<file path="src/hw/ips_defines.svh">
`ifndef IPS_DEFINES_SVH
`define IPS_DEFINES_SVH

// Register byte addresses
`define IPS_OFF_LEVEL 8'hB8
`define IPS_OFF_ENX 8'hE8
`define IPS_OFF_ENSTD 8'hA8
`define IPS_OFF_STATUS 8'hC0

// Level and enable register fields
`define IPS_LVL_EXT0 0
`define IPS_LVL_TMR0 1
`define IPS_LVL_EXT1 2
`define IPS_LVL_TMR1 3
`define IPS_LVL_SER0 4
`define IPS_LVL_SER1 6
`define IPS_LVL_MASK 8'h5F
`define IPS_ENX_MASK 8'h7F
`define IPS_ENSTD_MASK 8'hDF
`define IPS_GATE_BIT 7

// Reset values
`define IPS_RST_LEVEL 8'h00
`define IPS_RST_ENX 8'h00
`define IPS_RST_ENSTD 8'h00

`define IPS_NSRC 6

`endif

</file>
<file path="src/hw/ips_pkg.sv">
package ips_pkg;
  typedef enum logic [1:0] {
    IPS_IDLE = 2'b00,
    IPS_LOW = 2'b01,
    IPS_HIGH = 2'b11
  } ips_level_e;
  typedef logic [7:0] ips_reg_t;
  typedef logic [2:0] ips_id_t;
endpackage : ips_pkg

</file>
<file path="src/hw/ips_irq_priority_select.sv">
// The AXI4-Lite slave port was chosen for this implementation.
`timescale 1ns/10ps
`include "ips_defines.svh"

module ips_irq_priority_select (
  input wire logic aclk,
  input wire logic aresetn,
  input wire logic clk_en,
  input wire logic [7:0] s_axi_awaddr,
  input wire logic [2:0] s_axi_awprot,
  input wire logic s_axi_awvalid,
  output logic s_axi_awready,
  input wire logic [31:0] s_axi_wdata,
  input wire logic [3:0] s_axi_wstrb,
  input wire logic s_axi_wvalid,
  output logic s_axi_wready,
  output logic [1:0] s_axi_bresp,
  output logic s_axi_bvalid,
  input wire logic s_axi_bready,
  input wire logic [7:0] s_axi_araddr,
  input wire logic [2:0] s_axi_arprot,
  input wire logic s_axi_arvalid,
  output logic s_axi_arready,
  output logic [31:0] s_axi_rdata,
  output logic [1:0] s_axi_rresp,
  output logic s_axi_rvalid,
  input wire logic s_axi_rready,
  input wire logic [5:0] std_irq_req,
  input wire logic [6:0] ext_irq_req,
  input wire logic svc_enter,
  input wire logic svc_return,
  output logic [5:0] std_irq_gated,
  output logic [6:0] ext_irq_gated,
  output logic irq_take,
  output logic [2:0] irq_take_id,
  output logic irq_take_high
);

  // ----------------------------------------
  // Registers
  // ----------------------------------------
  ips_pkg::ips_reg_t irq_level_select;
  ips_pkg::ips_reg_t irq_enable_extended;
  ips_pkg::ips_reg_t irq_enable_std;
  logic in_low;
  logic in_high;

  // ----------------------------------------
  // AXI4-Lite write path
  // ----------------------------------------
  logic aw_held;
  logic w_held;
  logic [7:0] aw_addr;
  logic [7:0] w_data;
  logic w_lane0;
  logic do_write;
  logic wr_ok;
  logic bvalid_q;

  // Handshakes are masked while frozen, so no beat is lost or taken twice
  assign s_axi_awready = clk_en & ~aw_held & ~bvalid_q;
  assign s_axi_wready = clk_en & ~w_held & ~bvalid_q;
  assign s_axi_bvalid = clk_en & bvalid_q;
  assign do_write = clk_en & aw_held & w_held & ~bvalid_q;

  always_ff @(posedge aclk) begin
    if (!aresetn) begin
      aw_held <= 1'b0;
      aw_addr <= 8'h00;
    end else if (clk_en) begin
      if (s_axi_awvalid && s_axi_awready) begin
        aw_held <= 1'b1;
        aw_addr <= s_axi_awaddr;
      end else if (do_write) begin
        aw_held <= 1'b0;
      end
    end
  end

  always_ff @(posedge aclk) begin
    if (!aresetn) begin
      w_held <= 1'b0;
      w_data <= 8'h00;
      w_lane0 <= 1'b0;
    end else if (clk_en) begin
      if (s_axi_wvalid && s_axi_wready) begin
        w_held <= 1'b1;
        w_data <= s_axi_wdata[7:0];
        w_lane0 <= s_axi_wstrb[0];
      end else if (do_write) begin
        w_held <= 1'b0;
      end
    end
  end

  always_comb begin
    if (aw_addr == `IPS_OFF_LEVEL) begin
      wr_ok = 1'b1;
    end else if (aw_addr == `IPS_OFF_ENX) begin
      wr_ok = 1'b1;
    end else if (aw_addr == `IPS_OFF_ENSTD) begin
      wr_ok = 1'b1;
    end else if (aw_addr == `IPS_OFF_STATUS) begin
      wr_ok = 1'b1;
    end else begin
      wr_ok = 1'b0;
    end
  end

  always_ff @(posedge aclk) begin
    if (!aresetn) begin
      bvalid_q <= 1'b0;
      s_axi_bresp <= 2'b00;
    end else if (clk_en) begin
      if (do_write) begin
        bvalid_q <= 1'b1;
        s_axi_bresp <= wr_ok ? 2'b00 : 2'b10;
      end else if (s_axi_bready) begin
        bvalid_q <= 1'b0;
      end
    end
  end

  // Only lane 0 carries register bits; other lanes are ignored
  always_ff @(posedge aclk) begin
    if (!aresetn) begin
      irq_level_select <= `IPS_RST_LEVEL;
    end else if (do_write && w_lane0 && aw_addr == `IPS_OFF_LEVEL) begin
      irq_level_select <= w_data & `IPS_LVL_MASK;
    end
  end

  always_ff @(posedge aclk) begin
    if (!aresetn) begin
      irq_enable_extended <= `IPS_RST_ENX;
    end else if (do_write && w_lane0 && aw_addr == `IPS_OFF_ENX) begin
      irq_enable_extended <= w_data & `IPS_ENX_MASK;
    end
  end

  always_ff @(posedge aclk) begin
    if (!aresetn) begin
      irq_enable_std <= `IPS_RST_ENSTD;
    end else if (do_write && w_lane0 && aw_addr == `IPS_OFF_ENSTD) begin
      irq_enable_std <= w_data & `IPS_ENSTD_MASK;
    end
  end

  // ----------------------------------------
  // AXI4-Lite read path
  // ----------------------------------------
  logic [7:0] rd_val;
  logic rd_ok;
  logic rvalid_q;

  assign s_axi_arready = clk_en & ~rvalid_q;
  assign s_axi_rvalid = clk_en & rvalid_q;

  always_comb begin
    rd_ok = 1'b1;
    if (s_axi_araddr == `IPS_OFF_LEVEL) begin
      rd_val = irq_level_select;
    end else if (s_axi_araddr == `IPS_OFF_ENX) begin
      rd_val = irq_enable_extended;
    end else if (s_axi_araddr == `IPS_OFF_ENSTD) begin
      rd_val = irq_enable_std;
    end else if (s_axi_araddr == `IPS_OFF_STATUS) begin
      rd_val = {4'h0, irq_take_high, in_high, in_low, irq_take};
    end else begin
      rd_val = 8'h00;
      rd_ok = 1'b0;
    end
  end

  always_ff @(posedge aclk) begin
    if (!aresetn) begin
      rvalid_q <= 1'b0;
      s_axi_rdata <= 32'h0000_0000;
      s_axi_rresp <= 2'b00;
    end else if (clk_en) begin
      if (s_axi_arvalid && s_axi_arready) begin
        rvalid_q <= 1'b1;
        s_axi_rdata <= {24'h00_0000, rd_val};
        s_axi_rresp <= rd_ok ? 2'b00 : 2'b10;
      end else if (s_axi_rready) begin
        rvalid_q <= 1'b0;
      end
    end
  end

  // ----------------------------------------
  // Gating and level selection
  // ----------------------------------------
  logic global_irq_gate;
  logic [5:0] std_level;
  logic [5:0] std_live;
  logic [6:0] ext_live;

  assign global_irq_gate = irq_enable_std[`IPS_GATE_BIT];
  // Standard enable bit 5 is reserved, so UART1 maps from bit 6
  assign std_live = std_irq_req & {irq_enable_std[6], irq_enable_std[4:0]}
                    & {6{global_irq_gate}};
  assign ext_live = ext_irq_req & irq_enable_extended[6:0] & {7{global_irq_gate}};
  assign std_level = {irq_level_select[`IPS_LVL_SER1],
                      irq_level_select[`IPS_LVL_SER0],
                      irq_level_select[`IPS_LVL_TMR1],
                      irq_level_select[`IPS_LVL_EXT1],
                      irq_level_select[`IPS_LVL_TMR0],
                      irq_level_select[`IPS_LVL_EXT0]};

  // ----------------------------------------
  // Arbitration
  // ----------------------------------------
  logic [5:0] hi_set;
  logic [5:0] lo_set;
  logic next_take;
  logic next_high;
  logic [2:0] next_id;
  logic busy_high;
  logic busy_low;

  // An acknowledge in this cycle already counts, or the same source is offered twice
  assign busy_high = in_high | (svc_enter & irq_take & irq_take_high);
  assign busy_low = in_low | (svc_enter & irq_take & ~irq_take_high);
  assign hi_set = std_live & std_level;
  assign lo_set = std_live & ~std_level;

  // Polling order: lowest index first; high level blocked only by high service
  always_comb begin
    next_take = 1'b0;
    next_high = 1'b0;
    next_id = 3'd0;
    if (|hi_set && !busy_high) begin
      next_take = 1'b1;
      next_high = 1'b1;
      for (int i = 5; i >= 0; i--) begin
        if (hi_set[i]) begin
          next_id = 3'(i);
        end
      end
    end else if (|lo_set && !busy_high && !busy_low) begin
      next_take = 1'b1;
      for (int i = 5; i >= 0; i--) begin
        if (lo_set[i]) begin
          next_id = 3'(i);
        end
      end
    end
  end

  always_ff @(posedge aclk) begin
    if (!aresetn) begin
      irq_take <= 1'b0;
      irq_take_high <= 1'b0;
      irq_take_id <= 3'd0;
    end else if (clk_en) begin
      irq_take <= next_take;
      irq_take_high <= next_high;
      irq_take_id <= next_id;
    end
  end

  // Service nesting: one low and one high level at most
  always_ff @(posedge aclk) begin
    if (!aresetn) begin
      in_low <= 1'b0;
      in_high <= 1'b0;
    end else if (clk_en) begin
      if (svc_enter && irq_take) begin
        if (irq_take_high) begin
          in_high <= 1'b1;
        end else begin
          in_low <= 1'b1;
        end
      end else if (svc_return) begin
        if (in_high) begin
          in_high <= 1'b0;
        end else begin
          in_low <= 1'b0;
        end
      end
    end
  end

  always_ff @(posedge aclk) begin
    if (!aresetn) begin
      std_irq_gated <= 6'h00;
      ext_irq_gated <= 7'h00;
    end else if (clk_en) begin
      std_irq_gated <= std_live;
      ext_irq_gated <= ext_live;
    end
  end

endmodule : ips_irq_priority_select

</file>
<file path="config.mk">
export PLATFORM = sky130hd
export DESIGN_NAME = ips_irq_priority_select
export DESIGN_NICKNAME = d
export VERILOG_FILES = /design/src/hw/ips_pkg.sv /design/src/hw/ips_irq_priority_select.sv
export VERILOG_INCLUDE_DIRS = /design/src /design/src/hw
export SDC_FILE = /design/constraint.sdc
export NUM_CORES = 1
export LEC_CHECK = 0
export ABC_AREA = 1
export BUFFER_PORTS_ARGS = -buffer_cell sky130_fd_sc_hd__buf_4
export CORE_UTILIZATION = 52
export DETAILED_ROUTE_END_ITERATION = 10
export PLACE_DENSITY = 0.85
export SYNTH_ARGS = -nofsm -noshare
export SYNTH_HDL_FRONTEND = slang
export SYNTH_SLANG_ARGS = --single-unit
</file>
<file path="constraint.sdc">
create_clock -name aclk -period 4.2 [get_ports aclk]
set_clock_uncertainty 0.2 [all_clocks]
set_input_delay 0.84 -clock aclk [delete_from_list [all_inputs] [get_ports aclk]]
set_output_delay 0.84 -clock aclk [all_outputs]
set_load 0.1 [all_outputs]
</file>
==> results.sh, run 1 <==
export IMPL_yosysSeqAreaShare=0.412
export IMPL_worstHoldPathType="reg2reg"
export IMPL_crit_path_start_kind="input pin"
export IMPL_p_int_uw=981
export IMPL_synth_edff_count=0
export IMPL_slew_headroom=0.398
export IMPL_status="finished clean"
export IMPL_die_w_um=83.5
export IMPL_fin_ws_ps=1140
export IMPL_yosysWarnings=0
export IMPL_antenna_found_initial=0
export IMPL_finalPower_mw=1.48
export IMPL_grt_use_total=0.247
export IMPL_ir_drop_v=0.000292
export IMPL_crit_type="in2out"
export IMPL_clk_pin_slew_ps=70
export IMPL_cp_startpoint="clk_en"
export IMPL_cts_root_buf="clkbuf_8"
export IMPL_grt_setup_unrepaired="false"
export IMPL_cp_end_kind="output port"
export IMPL_fill_cells=565
export IMPL_cts_tree="yes"
export IMPL_pwr_share_seq=0.479
export IMPL_htree_num_levels=3
export IMPL_wirelength_mm=8.28
export IMPL_vias_per_cell=5.31
export IMPL_synthFlopType="dfxtp_1"
export IMPL_yosysTopAreaCell="dfxtp_1"
export IMPL_core_area_um2=6390
export IMPL_cap_violations=0
export IMPL_seq_area_um2=1420
export IMPL_drc=0
export IMPL_synth_cell_types=29
export IMPL_start_util=0.540
export IMPL_diodes=0
export IMPL_drv_slew=0
export IMPL_hpwl_mm=6.08
export IMPL_fin_nets=636
export IMPL_tightestPinTransition_ps=903
export IMPL_worstPathRequired_ps=3160
export IMPL_switching_share=0.338
export IMPL_period_needed_ps=3060
export IMPL_clkLatencyLatePin_ps=330
export IMPL_cp_data_arrival_time_ps=2020
export IMPL_row_count=29
export IMPL_gp_congestion=0.887
export IMPL_gr_total_overflow=0
export IMPL_fin_crit_sh=0.729
export IMPL_worstPathMaxFanout=38
export IMPL_hold_violations=0
export IMPL_power_frac_comb=0.218
export IMPL_hold_path_startpoint="w_data[5]"
export IMPL_drive_gt1_frac=0.194
export IMPL_fmax_ghz=0.327
export IMPL_syn_avg_cell_area_um2=7.14
export IMPL_pwr_share_clk=0.303
export IMPL_post_cts_buffers=0
export IMPL_detail_route_antenna_nets=0
export IMPL_firstDrtPassIters=5
export IMPL_design_die_area_um2=6970
export IMPL_drt_iter0_markers=211
export IMPL_multi_input_area_um2=1590
export IMPL_grt_pass1_vias=3126
export IMPL_syn_inst=483
export IMPL_synth_most_common_cell="nand2_1"
export IMPL_clk_path_buf_depth=2
export IMPL_cts_made_buffers=9
export IMPL_io_pins=140
export IMPL_post_place_ws_ps=1160
export IMPL_r2r_start="irq_enable_std[7]"
export IMPL_wl_per_cell_um=13.1
export IMPL_grt_max_degree=49
export IMPL_netlist_area_leader_share=0.412
export IMPL_tns_ps=0
export IMPL_vias=3369
export IMPL_synthTopCellsByArea="dfxtp_1 (41%), nand2_1 (8.6%), a21oi_1 (7.4%), o21ai_0 (7.0%), inv_1 (6.7%)"
export IMPL_setup_viol=0
export IMPL_switching_power_uw=501
export IMPL_area_growth_pct=18.7
export IMPL_port_buffer_count=80
export IMPL_cts_resized=0
export IMPL_power_density_nw_per_um2=362
export IMPL_grt_pass1_wl_mm=13.9
export IMPL_syn_area_um2=3450
export IMPL_yosys_top_cells_count="nand2_1 (79), dfxtp_1 (71), inv_1 (62)"
export IMPL_leakagePower_nw=1.95
export IMPL_ctsHoldBuffers=0
export IMPL_ys_seq_elements=71
export IMPL_fp_dieH_um=83.5
export IMPL_cts_sinks=71
export IMPL_async_flop_share=0
cells by family (layout without fill, tap and decap cells):
| family | count (synthesis) | in the layout | share of synthesized area |
|---|---|---|---|
| AND/OR/NAND/NOR | 178 | 178 | 0.227 |
| AO/OA/AOI/OAI | 125 | 125 | 0.205 |
| buffers and inverters | 108 | 157 | 0.155 |
| flip-flops | 71 | 71 | 0.412 |
| other | 1 | 26 | 0.00109 |
path summary, 6_finish.rpt:
check	cells after the start	to	slack, ps
setup / recovery	6	s_axi_awready	1140
hold / removal	2	w_data[5]	260
setup reg to reg	11	irq_take_id[0]	2290
hold reg to reg	2	w_data[5]	260
final cells by class:
type / instances / area share
clock buffer: 11 / 0.0345
inverter: 64 / 0.0586
clock inverter: 2 / 0.00244
timing repair buffer: 80 / 0.147
multi-input combinational: 329 / 0.387
tap: 77 / 0.0235
sequential: 71 / 0.347
placed cells by master (no fill, tap or decap), types with 2 or more instances in the layout:
| cell type | n |
|---|---|
| a21oi_1 | 51 |
| nor2_1 | 54 |
| inv_2 | 2 |
| dfxtp_1 | 71 |
| clkinv_2 | 2 |
| a211oi_1 | 2 |
| o31ai_1 | 2 |
| o211ai_1 | 16 |
| nand3_1 | 21 |
| o21ai_0 | 48 |
| nor3_1 | 2 |
| buf_4 | 80 |
| inv_1 | 62 |
| clkbuf_8 | 10 |
| conb_1 | 26 |
| a211oi_2 | 4 |
| nor2_2 | 3 |
| nand2_1 | 79 |
| nor2_4 | 4 |
| nand4_1 | 10 |
layer usage:
metal  GRT usage  vias up  part of all wire
met3      0.0554       19             0.084
met2       0.401      168              0.46
met1       0.313     1509              0.43
met4       0.119        0             0.021
met5           0        -                 0
li1            -     1673                 -
through the flow:
step / std cells / cell area [um2] / utilization / hold slack [ps]
final: 634 / 4100 / 0.642 / 264
after global routing: 634 / 4100 / 0.642 / 293
after CTS: 634 / 4100 / 0.642 / 270
after detailed placement: 621 / 3950 / 0.618 / 260
after global placement: 621 / 3950 / 0.618 / 243
after floorplan: 508 / 3540 / - / 230
registers in the layout (all words and copies together) (netlist names):
name	count
aw_addr	8
s_axi_rdata	8
w_data	8
ext_irq_gated	7
irq_enable_extended	7
irq_enable_std	7
irq_level_select	6
std_irq_gated	6
irq_take_id	3
aw_held	1
bvalid_q	1
in_high	1
in_low	1
irq_take	1
irq_take_high	1
rvalid_q	1
s_axi_bresp	1
s_axi_rresp	1
w_held	1
w_lane0	1
critical path, cell delays in order:
cell	delay, ps
buf_4	310
inv_2	190
nor2_4	150
inv_1	70
nor2_1	140
buf_4	310
power groups by stage:
stage / clock (mW) / combinational (mW) / sequential (mW)
after floorplan: 0 / 0.210 / 0.786
after detailed placement: 0 / 0.321 / 0.725
after global placement: 0 / 0.318 / 0.725
after global routing: 0.487 / 0.341 / 0.712
after CTS: 0.453 / 0.322 / 0.710
final: 0.449 / 0.323 / 0.710
Note: power is estimated with default switching activity, not from simulation.
==> inputs of run 2 (changes only) <==
Settings changed: ABC_AREA 1 to 0, CORE_UTILIZATION 52 to 44, PLACE_DENSITY 0.85 to 0.76.
Clock period 4.2 ns to 2.7 ns, I/O delays scaled along.
==> run 2 against run 1 <==
Compared with the run above:
- area after synthesis is 2.4% higher
- sequential share of layout area is 1.6 points lower
- die area is 20% higher
- flip-flop and latch count stayed put
- synthesized cell count is 15% lower
- wire length is 1.8% lower
- sequential power is 52% higher
- critical endpoint is now irq_level_select[3]
- largest cell class unchanged
- largest power group unchanged
==> results.sh, run 2 <==
export IMPL_core_area_um2=7730
export IMPL_syn_area_um2=3530
export IMPL_fmax_ghz=0.412
export IMPL_fin_crit_sh=0.899
export IMPL_grt_pass1_vias=2911
export IMPL_area_growth_pct=21.7
export IMPL_start_util=0.457
export IMPL_antenna_found_initial=0
export IMPL_cts_tree="yes"
export IMPL_wirelength_mm=8.13
export IMPL_gr_total_overflow=0
export IMPL_leakagePower_nw=1.64
export IMPL_yosysTopAreaCell="dfxtp_1"
export IMPL_fin_nets=564
export IMPL_cts_resized=0
export IMPL_power_density_nw_per_um2=543
export IMPL_row_count=32
export IMPL_syn_avg_cell_area_um2=8.59
export IMPL_status="finished clean"
export IMPL_gp_congestion=0.816
export IMPL_crit_path_start_kind="flip-flop"
export IMPL_diodes=0
export IMPL_drc=0
export IMPL_tns_ps=0
export IMPL_period_needed_ps=2430
export IMPL_die_w_um=91.6
export IMPL_synthTopCellsByArea="dfxtp_1 (40%), mux2i_1 (7.7%), a21boi_0 (6.8%), nand2_1 (6.7%), buf_4 (5.5%)"
export IMPL_drt_iter0_markers=142
export IMPL_crit_type="reg2reg"
export IMPL_cts_sinks=71
export IMPL_final_cells=590
export IMPL_drv_slew=0
export IMPL_ir_drop_v=0.000259
export IMPL_cts_root_buf="clkbuf_8"
export IMPL_fp_dieH_um=91.6
export IMPL_post_cts_buffers=0
export IMPL_cap_violations=0
export IMPL_cp_end_kind="flip-flop"
export IMPL_synth_most_common_cell="dfxtp_1"
export IMPL_worstPathRequired_ps=2730
export IMPL_io_pins=140
export IMPL_firstDrtPassIters=4
export IMPL_yosysSeqAreaShare=0.402
export IMPL_cts_made_buffers=9
export IMPL_synth_edff_count=0
export IMPL_worstHoldPathType="in2reg"
export IMPL_hold_violations=0
export IMPL_yosysWarnings=0
export IMPL_post_place_ws_ps=124
export IMPL_async_flop_share=0
export IMPL_vias_per_cell=5.22
export IMPL_clk_path_buf_depth=2
export IMPL_grt_max_degree=41
export IMPL_worstPathMaxFanout=6
export IMPL_yosys_top_cells_count="dfxtp_1 (71), nand2_1 (63), a21boi_0 (32)"
export IMPL_grt_setup_unrepaired="false"
export IMPL_clk_pin_slew_ps=80
export IMPL_slew_headroom=0.464
export IMPL_reg_top3="aw_addr: 8 flops, s_axi_rdata: 8 flops, w_data: 8 flops"
export IMPL_finalPower_mw=2.33
export IMPL_clkLatencyLatePin_ps=340
export IMPL_design_die_area_um2=8390
export IMPL_grt_pass1_wl_mm=13.8
export IMPL_htree_num_levels=3
export IMPL_synth_cell_types=51
export IMPL_post_place_cells=574
export IMPL_drive_gt1_frac=0.221
export IMPL_setup_viol=0
export IMPL_ctsHoldBuffers=0
export IMPL_detail_route_antenna_nets=0
export IMPL_fin_ws_ps=272
export IMPL_cp_data_arrival_time_ps=2460
export IMPL_syn_inst=411
export IMPL_final_common_cell="buf_4"
export IMPL_tightestPinTransition_ps=803
export IMPL_grt_use_total=0.207
export IMPL_wl_per_cell_um=13.8
export IMPL_vias=3081
export IMPL_synthFlopType="dfxtp_1"
export IMPL_holdWs_ps=250
export IMPL_hpwl_mm=6.06
export IMPL_layout_common_cells="buf_4 (84), dfxtp_1 (71), nand2_1 (63)"
export IMPL_fill_cells=718
export IMPL_netlist_area_leader_share=0.402
export IMPL_port_buffer_count=80
export IMPL_ys_seq_elements=71
-- run 2: changes by cell type in the layout (fill, tap and decap cells not counted), sizes merged, moves of 6 or more --
cell and delta:
a21boi +32, a21oi -40, and2 +9, inv -60
mux2i +27, nand2 -17, nand2b +15, nand3 -11
nand4 +6, nor2 -51, nor2b +28, o211ai -14
o21ai -31
-- run 2: final timing paths --
kind,end,slack [ps],start,depth (start not counted)
min reg2reg,s_axi_rdata[7],260,s_axi_rdata[7],2
max reg2reg,irq_level_select[3],270,aw_addr[0],5
max,irq_level_select[3],270,aw_addr[0],5
min,w_data[7],250,s_axi_wdata[7],3
-- run 2: stage by stage --
step | area (um2) | utilization
2_1_floorplan | 3630 | -
5_1_grt | 4300 | 0.556
6_report | 4300 | 0.556
3_5_place_dp | 4100 | 0.531
3_3_place_gp | 4100 | 0.531
4_1_cts | 4300 | 0.556
-- run 2: routing by layer --
layer,vias to the layer above,track usage,routed length (um)
met5,-,0,0
met4,0,0.104,213
met3,21,0.0452,447
met2,104,0.322,3760
met1,1426,0.268,3710
li1,1530,-,-
-- run 2: final cells by class --
class                      count  area (um2)  area share
timing repair buffer          84         631       0.147
tap                          102         128      0.0297
sequential                    71        1420       0.331
clock inverter                 5        56.3      0.0131
multi-input combinational    314        1910       0.444
clock buffer                  11         141      0.0329
inverter                       3        11.3     0.00262
-- run 2: critical path, stage by stage (launching register included) --
cell and delay, ps:
dfxtp_1 310, or4b_1 530, or3_1 460, nor3b_4 460, mux2i_1 270, nor2b_1 70
-- run 2: logic make-up (layout without fill, tap and decap cells) --
kind of cell,count (synthesis),count (layout),synth area share
muxes,27,27,0.0765
other,1,26,0.00106
buffers and inverters,51,103,0.0840
AOI/OAI and AO/OA,85,85,0.164
and+or+nand+nor,176,176,0.272
DFF,71,71,0.402
-- run 2: report_power, final --
part           switching (mW)  internal [mW]
clock                   0.399          0.452
sequential             0.0180           1.07
combinational           0.303         0.0941
